$ cat config.mk
export PLATFORM = sky130hd
export DESIGN_NAME = szr_zone_timing
export DESIGN_NICKNAME = d
export VERILOG_FILES = /design/src/include/szr_pkg.sv /design/src/szr_zone_timing.sv
export VERILOG_INCLUDE_DIRS = /design/src /design/src/include
export SDC_FILE = /design/constraint.sdc
export NUM_CORES = 1
export LEC_CHECK = 0
export ABC_AREA = 1
export BUFFER_PORTS_ARGS = -buffer_cell sky130_fd_sc_hd__buf_4
export CAP_MARGIN = 20
export CORE_UTILIZATION = 60
export CTS_BUF_LIST = sky130_fd_sc_hd__clkbuf_8
export DETAILED_ROUTE_END_ITERATION = 16
export HOLD_SLACK_MARGIN = 0.03
export PLACE_DENSITY = 0.94
export REMOVE_ABC_BUFFERS = 1
export SETUP_SLACK_MARGIN = 0.15
export SLEW_MARGIN = 30
export SYNTH_ARGS = -nofsm -noshare
export SYNTH_HDL_FRONTEND = slang
export SYNTH_SLANG_ARGS = --single-unit
$ cat constraint.sdc
create_clock -name sys_clk_i -period 2.7 [get_ports sys_clk_i]
set_input_delay 0.135 -clock sys_clk_i [delete_from_list [all_inputs] [get_ports sys_clk_i]]
set_output_delay 0.135 -clock sys_clk_i [all_outputs]
set_load 0.03 [all_outputs]
$ cat src/include/szr_consts.svh
// constants for the servo zone recovery and timing block
// assumes one servo-derived system clock of 4 ns
`ifndef SZR_CONSTS_SVH
`define SZR_CONSTS_SVH

// clock and phase error limit
`define SZR_CLK_NS      16'h0004
`define SZR_ERR_NS      16'h0320
`define SZR_ERR_CYC     (`SZR_ERR_NS / `SZR_CLK_NS)

// locked oscillator counter span per zone
`define SZR_ZONE_LEN    14'h2860
// gap search window opens this many counts before the expected sync
`define SZR_WIN_PRE     14'h0258
// least gap length in cycles
`define SZR_GAP_MIN     8'h28

// zone timer decodes, cycles after the sync bit
`define SZR_ZT_AGC_E    8'h30
`define SZR_ZT_ADR_S    8'h30
`define SZR_ZT_ADR_E    8'h90
`define SZR_ZT_DIS      8'h90
`define SZR_ZT_FINE_S   8'h92
`define SZR_ZT_FINE_E   8'hD2
`define SZR_ZT_IDX_S    8'hD2
`define SZR_ZT_IDX_E    8'hE2
`define SZR_ZT_END      8'hE6
`define SZR_BIT_PHASE   3'h4
`define SZR_TRK_BITS    12

// read enable and write guard decodes of the zone counter
`define SZR_RD_S        14'h0200
`define SZR_RD_E        14'h2600
`define SZR_WG_PRE      14'h0100
`define SZR_WG_POST     14'h0180

// last sector number of a revolution, 32 sectors per revolution
`define SZR_SECT_LAST   5'h1F

// register map, byte addresses
`define SZR_REG_CTRL    4'h0
`define SZR_REG_STAT    4'h4
`define SZR_REG_TRACK   4'h8
`define SZR_CTRL_FREQ   0
`define SZR_CTRL_RESYNC 1

`endif

$ cat src/include/szr_pkg.sv
// types for the servo zone recovery and timing block
// relies on szr_consts.svh for the track bit width only
package szr_pkg;
    `include "szr_consts.svh"

    typedef enum logic [1:0] {LK_SEARCH, LK_WINDOW, LK_LOCKED} szr_lock_t;
    typedef enum logic [1:0] {IX_SEARCH, IX_FIRST, IX_LOCKED} szr_index_t;
    typedef enum logic [1:0] {PU_IDLE, PU_UP, PU_DN} szr_pump_t;

    typedef struct packed {
        logic [3:0]  address;
        logic        read;
        logic        write;
        logic [31:0] writedata;
        logic [3:0]  byteenable;
    } szr_avs_req_t;

    typedef struct packed {
        logic charge_up_pulse;
        logic charge_down_pulse;
        logic agc_gate;
        logic address_gate;
        logic discharge;
        logic fine_gate;
        logic index_gate;
        logic write_guard_release_pulse;
        logic slow_agc;
        logic sector;
        logic index;
        logic read_enable;
        logic write_guard_window;
    } szr_gates_t;

    typedef struct packed {
        logic [1:0]                sy1;
        logic [1:0]                sy2;
        logic [1:0]                sy3;
        logic [1:0]                pin;
        logic [1:0]                pin_p;
        szr_lock_t                 lk;
        logic [13:0]               cnt;
        logic [7:0]                gap_cnt;
        logic                      gap_seen;
        logic                      sync_seen;
        szr_pump_t                 pump;
        logic [13:0]               err;
        logic                      err_big;
        logic                      zt_run;
        logic [7:0]                zt;
        logic [`SZR_TRK_BITS-1:0]  trk_sh;
        logic [`SZR_TRK_BITS-1:0]  trk;
        szr_index_t                ix;
        logic [4:0]                sect;
        logic [4:0]                cand;
        logic                      cand_v;
        logic                      idx_hit;
        logic                      frequency_acquire_mode;
        logic                      wait_q;
        logic [31:0]               rdata;
        szr_gates_t                g;
    } szr_state_t;
endpackage

$ cat src/szr_zone_timing.sv
// servo zone recovery, phase detector, locked oscillator counter,
// sector and index generation, register slave on Avalon-MM
// assumes gap and servo bit pins asynchronous to sys_clk_i
//
// The Avalon-MM register port and the placing of the registers were chosen for this implementation.
`timescale 1ns/1ps
`include "szr_consts.svh"
module szr_zone_timing #(
    parameter logic [13:0] ZONE_LEN = `SZR_ZONE_LEN
) (
    input  wire logic               sys_clk_i,
    input  wire logic               reset_n_i,
    input  wire logic               gap_i,
    input  wire logic               servo_bit_i,
    input  wire szr_pkg::szr_avs_req_t avs_req_i,
    output      logic [31:0]        avs_readdata_o,
    output      logic               avs_waitrequest_o,
    output      szr_pkg::szr_gates_t gates_o
);
    import szr_pkg::*;

    localparam logic [13:0] ERR_CYC  = 14'(`SZR_ERR_CYC);
    localparam logic [13:0] ZL_LAST  = ZONE_LEN - 14'h0001;
    localparam logic [13:0] HALF     = ZONE_LEN >> 1;
    localparam logic [13:0] WIN_OPEN = ZONE_LEN - `SZR_WIN_PRE;
    localparam logic [13:0] WG_OPEN  = ZONE_LEN - `SZR_WG_PRE;

    szr_state_t q;
    szr_state_t d;

    logic gap_lvl;
    logic bit_lvl;
    logic rise;
    logic running;
    logic wrap;
    logic at_ref;
    logic gwin;
    logic sync_ev;
    logic in_tol;
    logic early;
    logic pump_end;
    logic acc;
    logic [`SZR_TRK_BITS-1:0] bin;

    always_comb begin
        d = q;
        gap_lvl = q.pin[1];
        bit_lvl = q.pin[0];
        rise = q.pin[0] & ~q.pin_p[0];
        running = (q.lk != LK_SEARCH);
        wrap = running && (q.cnt == ZL_LAST);
        // expected sync position: count zero
        at_ref = running && (q.cnt == 14'h0000);
        in_tol = (q.cnt <= ERR_CYC) || (q.cnt >= ZONE_LEN - ERR_CYC);
        early = (q.cnt >= HALF);
        acc = 1'b0;
        pump_end = 1'b0;
        bin = '0;

        // three stage input capture, change taken when stages two and three agree
        d.sy1 = {gap_i, servo_bit_i};
        d.sy2 = q.sy1;
        d.sy3 = q.sy2;
        for (int i = 0; i < 2; i++) begin
            if (q.sy2[i] == q.sy3[i]) begin
                d.pin[i] = q.sy3[i];
            end
        end
        d.pin_p = q.pin;

        // one cycle pulses
        d.g.discharge = 1'b0;
        d.g.write_guard_release_pulse = 1'b0;
        d.g.sector = 1'b0;
        d.g.index = 1'b0;

        // gap search: free while searching or in frequency acquisition mode, windowed otherwise
        gwin = !running || q.frequency_acquire_mode || q.cnt >= WIN_OPEN
               || q.cnt <= ERR_CYC;
        if (gap_lvl && gwin) begin
            if (q.gap_cnt != 8'hFF) begin
                d.gap_cnt = q.gap_cnt + 8'h01;
            end
            if (q.gap_cnt >= `SZR_GAP_MIN - 8'h01) begin
                d.gap_seen = 1'b1;
            end
        end else begin
            d.gap_cnt = 8'h00;
        end
        sync_ev = q.gap_seen && !q.sync_seen && rise && gwin;

        // locked oscillator counter
        if (running) begin
            d.cnt = wrap ? 14'h0000 : q.cnt + 14'h0001;
        end else begin
            d.cnt = 14'h0000;
        end
        if (running && q.cnt == HALF) begin
            d.gap_seen = 1'b0;
            d.sync_seen = 1'b0;
            d.err_big = 1'b0;
        end

        // rephasing
        case (q.lk)
            LK_SEARCH: begin
                if (sync_ev) begin
                    d.lk = LK_WINDOW;
                    d.cnt = 14'h0001;
                end
            end
            LK_WINDOW: begin
                if (sync_ev) begin
                    d.lk = in_tol ? LK_LOCKED : LK_SEARCH;
                end else if (!q.sync_seen && q.cnt == ERR_CYC + 14'h0001) begin
                    d.lk = LK_SEARCH;
                end
            end
            LK_LOCKED: begin
            end
            default: d.lk = LK_SEARCH;
        endcase
        if (sync_ev) begin
            d.sync_seen = 1'b1;
        end
        if (d.lk == LK_SEARCH) begin
            d.gap_seen = d.gap_seen && !q.sync_seen;
            d.sync_seen = 1'b0;
        end

        // phase detector
        case (q.pump)
            PU_IDLE: begin
                if (running && sync_ev && early) begin
                    d.pump = PU_UP;
                    d.err = 14'h0000;
                end else if (at_ref && !sync_ev && !q.sync_seen
                             && (q.gap_seen || q.frequency_acquire_mode)) begin
                    d.pump = PU_DN;
                    d.err = 14'h0000;
                end
            end
            PU_UP, PU_DN: begin
                d.err = q.err + 14'h0001;
                pump_end = (q.pump == PU_UP) ? at_ref
                                             : (sync_ev || q.cnt == HALF);
                if (pump_end) begin
                    d.pump = PU_IDLE;
                    // oversized early error: counter reloaded to time since sync
                    if (q.pump == PU_UP && q.frequency_acquire_mode
                        && q.err_big) begin
                        d.cnt = q.err + 14'h0002;
                        d.g.slow_agc = 1'b1;
                    end
                end else if (q.err == ERR_CYC - 14'h0001) begin
                    d.err_big = 1'b1;
                    if (!q.frequency_acquire_mode) begin
                        d.pump = PU_IDLE;
                    end
                end
            end
            default: d.pump = PU_IDLE;
        endcase
        // acquisition mode resync on an oversized error
        if (q.frequency_acquire_mode && q.err_big && sync_ev && running) begin
            d.cnt = 14'h0001;
            d.g.slow_agc = 1'b1;
            d.pump = PU_IDLE;
        end
        if (!q.frequency_acquire_mode) begin
            d.g.slow_agc = 1'b0;
        end
        d.g.charge_up_pulse = (d.pump == PU_UP);
        d.g.charge_down_pulse = (d.pump == PU_DN);

        // zone timer
        if (sync_ev) begin
            d.zt_run = 1'b1;
            d.zt = 8'h00;
            d.idx_hit = 1'b0;
        end else if (q.zt_run) begin
            d.zt = q.zt + 8'h01;
            if (q.zt >= `SZR_ZT_ADR_S && q.zt < `SZR_ZT_ADR_E
                && q.zt[2:0] == `SZR_BIT_PHASE) begin
                d.trk_sh = {q.trk_sh[`SZR_TRK_BITS-2:0], bit_lvl};
            end
            if (q.zt == `SZR_ZT_ADR_E) begin
                bin[`SZR_TRK_BITS-1] = q.trk_sh[`SZR_TRK_BITS-1];
                for (int i = `SZR_TRK_BITS - 2; i >= 0; i--) begin
                    bin[i] = bin[i+1] ^ q.trk_sh[i];
                end
                d.trk = bin;
            end
            if (q.zt >= `SZR_ZT_IDX_S && q.zt < `SZR_ZT_IDX_E && bit_lvl) begin
                d.idx_hit = 1'b1;
            end
            if (q.zt == `SZR_ZT_END) begin
                d.zt_run = 1'b0;
                d.g.write_guard_release_pulse = !q.err_big
                    && !d.err_big && q.lk == LK_LOCKED;
            end
        end
        d.g.discharge = q.zt_run && q.zt == `SZR_ZT_DIS;
        d.g.agc_gate = q.zt_run && q.zt < `SZR_ZT_AGC_E;
        d.g.address_gate = q.zt_run && q.zt >= `SZR_ZT_ADR_S
                           && q.zt < `SZR_ZT_ADR_E;
        d.g.fine_gate = q.zt_run && q.zt >= `SZR_ZT_FINE_S
                        && q.zt < `SZR_ZT_FINE_E;
        d.g.index_gate = q.zt_run && q.zt >= `SZR_ZT_IDX_S
                         && q.zt < `SZR_ZT_IDX_E;

        // sector counter runs on the counter, not on recovered zones
        if (wrap) begin
            d.sect = q.sect + 5'h01;
            d.g.sector = 1'b1;
            if (q.ix == IX_LOCKED && q.sect == `SZR_SECT_LAST) begin
                d.g.index = 1'b1;
            end
        end

        // index sync, judged at the end of the zone
        if (q.zt_run && q.zt == `SZR_ZT_END && q.idx_hit) begin
            case (q.ix)
                IX_SEARCH: begin
                    d.sect = 5'h00;
                    d.g.index = 1'b1;
                    d.ix = IX_FIRST;
                end
                IX_FIRST: begin
                    d.g.index = 1'b1;
                    if (q.sect == 5'h00) begin
                        d.ix = IX_LOCKED;
                    end else begin
                        d.sect = 5'h00;
                    end
                end
                IX_LOCKED: begin
                    if (q.sect == 5'h00) begin
                        d.cand_v = 1'b0;
                    end else if (q.cand_v && q.cand == q.sect) begin
                        d.sect = 5'h00;
                        d.cand_v = 1'b0;
                    end else begin
                        d.cand = q.sect;
                        d.cand_v = 1'b1;
                    end
                end
                default: d.ix = IX_SEARCH;
            endcase
        end

        // counter decodes for read/write control
        d.g.read_enable = (q.lk == LK_LOCKED) && q.cnt >= `SZR_RD_S
                          && q.cnt < `SZR_RD_E;
        d.g.write_guard_window = (q.lk != LK_LOCKED) || q.cnt >= WG_OPEN
                                 || q.cnt < `SZR_WG_POST;

        // register slave: one wait cycle, then the transfer completes
        acc = (avs_req_i.read || avs_req_i.write) && !q.wait_q;
        d.wait_q = !((avs_req_i.read || avs_req_i.write) && q.wait_q);
        if ((avs_req_i.read || avs_req_i.write) && q.wait_q) begin
            case (avs_req_i.address)
                `SZR_REG_CTRL:
                    d.rdata = {31'h0, q.frequency_acquire_mode};
                `SZR_REG_STAT:
                    d.rdata = {21'h0, q.err_big, q.g.slow_agc, q.sect,
                               q.ix, q.lk};
                `SZR_REG_TRACK:
                    d.rdata = {20'h0, q.trk};
                default: d.rdata = 32'h0000_0000;
            endcase
        end
        if (acc && avs_req_i.write && avs_req_i.address == `SZR_REG_CTRL
            && avs_req_i.byteenable[0]) begin
            d.frequency_acquire_mode =
                avs_req_i.writedata[`SZR_CTRL_FREQ];
            if (avs_req_i.writedata[`SZR_CTRL_RESYNC]) begin
                d.lk = LK_SEARCH;
                d.ix = IX_SEARCH;
                d.cand_v = 1'b0;
                d.pump = PU_IDLE;
                d.gap_seen = 1'b0;
                d.sync_seen = 1'b0;
                d.zt_run = 1'b0;
            end
        end
    end

    always_ff @(posedge sys_clk_i or negedge reset_n_i) begin
        if (!reset_n_i) begin
            q <= '0;
            q.lk <= LK_SEARCH;
            q.ix <= IX_SEARCH;
            q.pump <= PU_IDLE;
            q.wait_q <= 1'b1;
            q.g.write_guard_window <= 1'b1;
        end else begin
            q <= d;
        end
    end

    assign avs_readdata_o = q.rdata;
    assign avs_waitrequest_o = q.wait_q;
    assign gates_o = q.g;
endmodule

==> impl_metrics.py <==
metrics = {
    "status": {
        "status": "complete, no violations",
    },
    "sta": {
        "hold_slack_ps": 116,
        "fin_setup_tns_ps": 0,
        "clock_skew_ps": 9.36,
        "finalCritPeriodShare": 0.892,
        "min_period_ps": 2410,
        "tightest_slew_ps": 654,
        "finalSetupViolCount": 0,
        "slew_viol_final": 0,
        "max_freq_ghz": 0.415,
        "relSlewSlack": 0.560,
        "hold_viol_final": 0,
        "grt_setup_unrepaired": "true",
    },
    "pwr": {
        "power_frac_clock": 0.363,
        "combPwrFrac": 0.149,
        "power_switching_w": 0.00133,
        "peakVddDrop_v": 0.000393,
        "leakage_nw": 3.90,
        "p_sw_frac": 0.301,
        "p_int_w": 0.00309,
        "seqPwrFrac": 0.488,
        "power_density_mw_per_mm2": 549,
    },
    "grt": {
        "grt_pass1_vias": 5957,
        "grt-ovfl-total": 0,
        "grt_usage": 0.281,
        "antenna_found_initial": 0,
        "grt_max_degree": 64,
        "grt_first_pass_wirelength_um": 27700,
    },
    "worst_setup_path": {
        "crit_fanout": 8,
        "crit_buf_inv": 3,
        "critPathSlowestCell": "dfrtp_1",
        "crit_chain": "nor2_1 -> inv_2 -> nor2_1 -> nand2_1 -> o211ai_4 -> nand2_4 -> buf_4 -> nor2_2 -> nor3_1 -> nor2_1 -> nand2_1 -> nand2_1 -> inv_1",
        "crit_path_max_incr_delay_ps": 450,
        "worst_setup_path_end_kind": "flop",
        "crit_arrival_ps": 2780,
        "required_ps": 3070,
        "cp-start-kind": "flop",
        "critical_path.top_delay_family": "simple AND/OR/NAND/NOR gates",
        "worstSetupPathType": "flop to flop",
    },
    "floorplanning": {
        "ios": 92,
        "initial_core_util": 0.614,
        "rows": 40,
        "die_w_um": 113,
        "coreArea_mm2": 0.0120,
        "die_area_mm2": 0.0127,
        "die_h_um": 113,
    },
    "cells_and_area": {
        "area_growth_pct": 9.58,
        "finalNonFillerCells": 1135,
        "fin_nets": 1036,
        "antenna_cells": 0,
        "drive_above_1_share": 0.137,
    },
    "routing": {
        "num_vias": 6387,
        "drt-vias-per-instance": 5.63,
        "dr.pass1.iters": 5,
        "wire_per_inst_um": 14.8,
        "wirelength_um": 16800,
        "drc": 0,
        "ant_nets": 0,
        "drt-initial-drc-count": 510,
    },
    "flow_run": {
        "drv_cap": 0,
    },
    "cts": {
        "cts_tree": "done",
        "cts.sinks": 126,
        "clk_path_buf_depth": 2,
        "clock-root-buffer": "clkbuf_8",
        "clock_latency_ps": 470,
        "cts_max_level": 4,
        "numCtsBuffers": 17,
        "clkTransAtPathRegs_ps": 70,
        "cts_setup_buffers": 0,
    },
    "synth": {
        "synth_ff_type": "dfrtp_1",
        "synth_area_mm2": 0.00735,
        "ys_ff_latch": 126,
        "synth.most_common_cell": "nand2_1",
        "yosys-top-cells-area": "dfrtp_1, nand2_1, inv_1",
        "yosys.area.top_type": "dfrtp_1",
        "ys_seq_area_frac": 0.429,
        "ys_warn_count": 0,
        "synth_enable_flop_cells": 0,
        "async_flop_share": 1.00,
        "syn_area_per_cell_um2": 7.79,
        "ys_top_cells_by_count": "nand2_1, dfrtp_1, inv_1",
        "synth_top_area_frac": 0.422,
        "synthCells": 944,
        "yosysUniqueCellTypes": 45,
    },
    "placement": {
        "numPortBuffers": 38,
        "gp_congestion": 0.961,
        "dp_hpwl_um": 11900,
        "placedCellCount": 1096,
    },
    "hold_path": {
        "hp-class": "input port to flop",
    },
}
==> worst min-delay path, stage by stage <==
cell	delay [ps]
buf_4	80
nor4_1	60
a21oi_1	140
o21ai_0	110
==> state kept, by name, summed over array words and instances (netlist names) <==
| name | cells |
|---|---|
| avs_waitrequest_o | 1 |
| bit_lvl | 1 |
| gates_o | 13 |
| d | 5 |
| avs_readdata_o | 12 |
| q | 94 |
==> stage by stage <==
stage	worst slack, ps	utilization	power (W)	cell area (µm²)
6_report	292	0.673	0.00442	8050
4_1_cts	219	0.669	0.00442	8000
3_3_place_gp	330	0.631	0.00279	7550
5_1_grt	126	0.673	0.00463	8050
3_5_place_dp	241	0.631	0.00282	7550
2_1_floorplan	496	-	0.00261	6980
==> layout by cell type, fill, tap and decap left out, types with 7 or more instances in the layout <==
cell type,n
nand2_1,210
dfrtp_1,123
inv_1,116
nor2_1,76
nand3_1,73
o21ai_0,53
buf_4,49
a21oi_1,28
nor3_1,25
xor2_1,20
nand4_1,20
conb_1,20
clkbuf_8,19
nor4_1,16
ha_1,15
o21ai_2,12
o22ai_1,9
a211oi_1,8
or2_2,7
dlygate4sd3_1,7
==> cell families (layout without fill, tap and decap cells) <==
kind of cell,after synthesis,after routing,synth area share
fa+ha+maj,17,17,0.0283
simple gates,462,462,0.287
other cells,1,20,0.000510
buf+inv,184,209,0.123
compound gates,130,130,0.104
xor+xnor,24,24,0.0286
flops,126,126,0.429
==> final timing paths <==
check	start	endpoint	slack, ps	depth (start not counted)
hold / removal	avs_req_i[40]	avs_readdata_o[0]	120	4
min in group asynchronous	reset_n_i	q[52]	240	2
max in group asynchronous	reset_n_i	q[132]	1670	3
setup reg to reg	q[133]	q[112]	290	13
hold reg to reg	d[143]	d[141]	350	0
setup / recovery	q[133]	q[112]	290	13
==> layout make-up <==
cell class,instances,area (µm²)
fillers,878,3910
multi-input cells,653,3410
flip-flops and latches,126,3160
repair buffers,57,458
inverters,120,455
clock buffers,19,262
well taps,147,184
clock inverters,13,124
==> power by group through the flow <==
stage                     logic (W)  clock network [W]  registers (W)
final                      0.000659            0.00161        0.00216
after global routing       0.000747            0.00171        0.00218
after CTS                  0.000649            0.00162        0.00215
after detailed placement   0.000637                  0        0.00218
after global placement     0.000609                  0        0.00218
after floorplan            0.000412                  0        0.00220
==> metal layers <==
layer	vias to the layer above	track usage	routed length, µm
met5	-	0	0
met4	0	0.140	591
met3	63	0.0751	1120
met2	240	0.444	7920
met1	2991	0.358	7140
li1	3093	-	-
==> timing repair <==
action | CTS | global route
hold buffers | 7 | 0
resized for setup | 0 | 9
hold endpoints to repair | 53 | 0
setup endpoints to repair | 0 | 33
(Power assumes the default switching activity.)
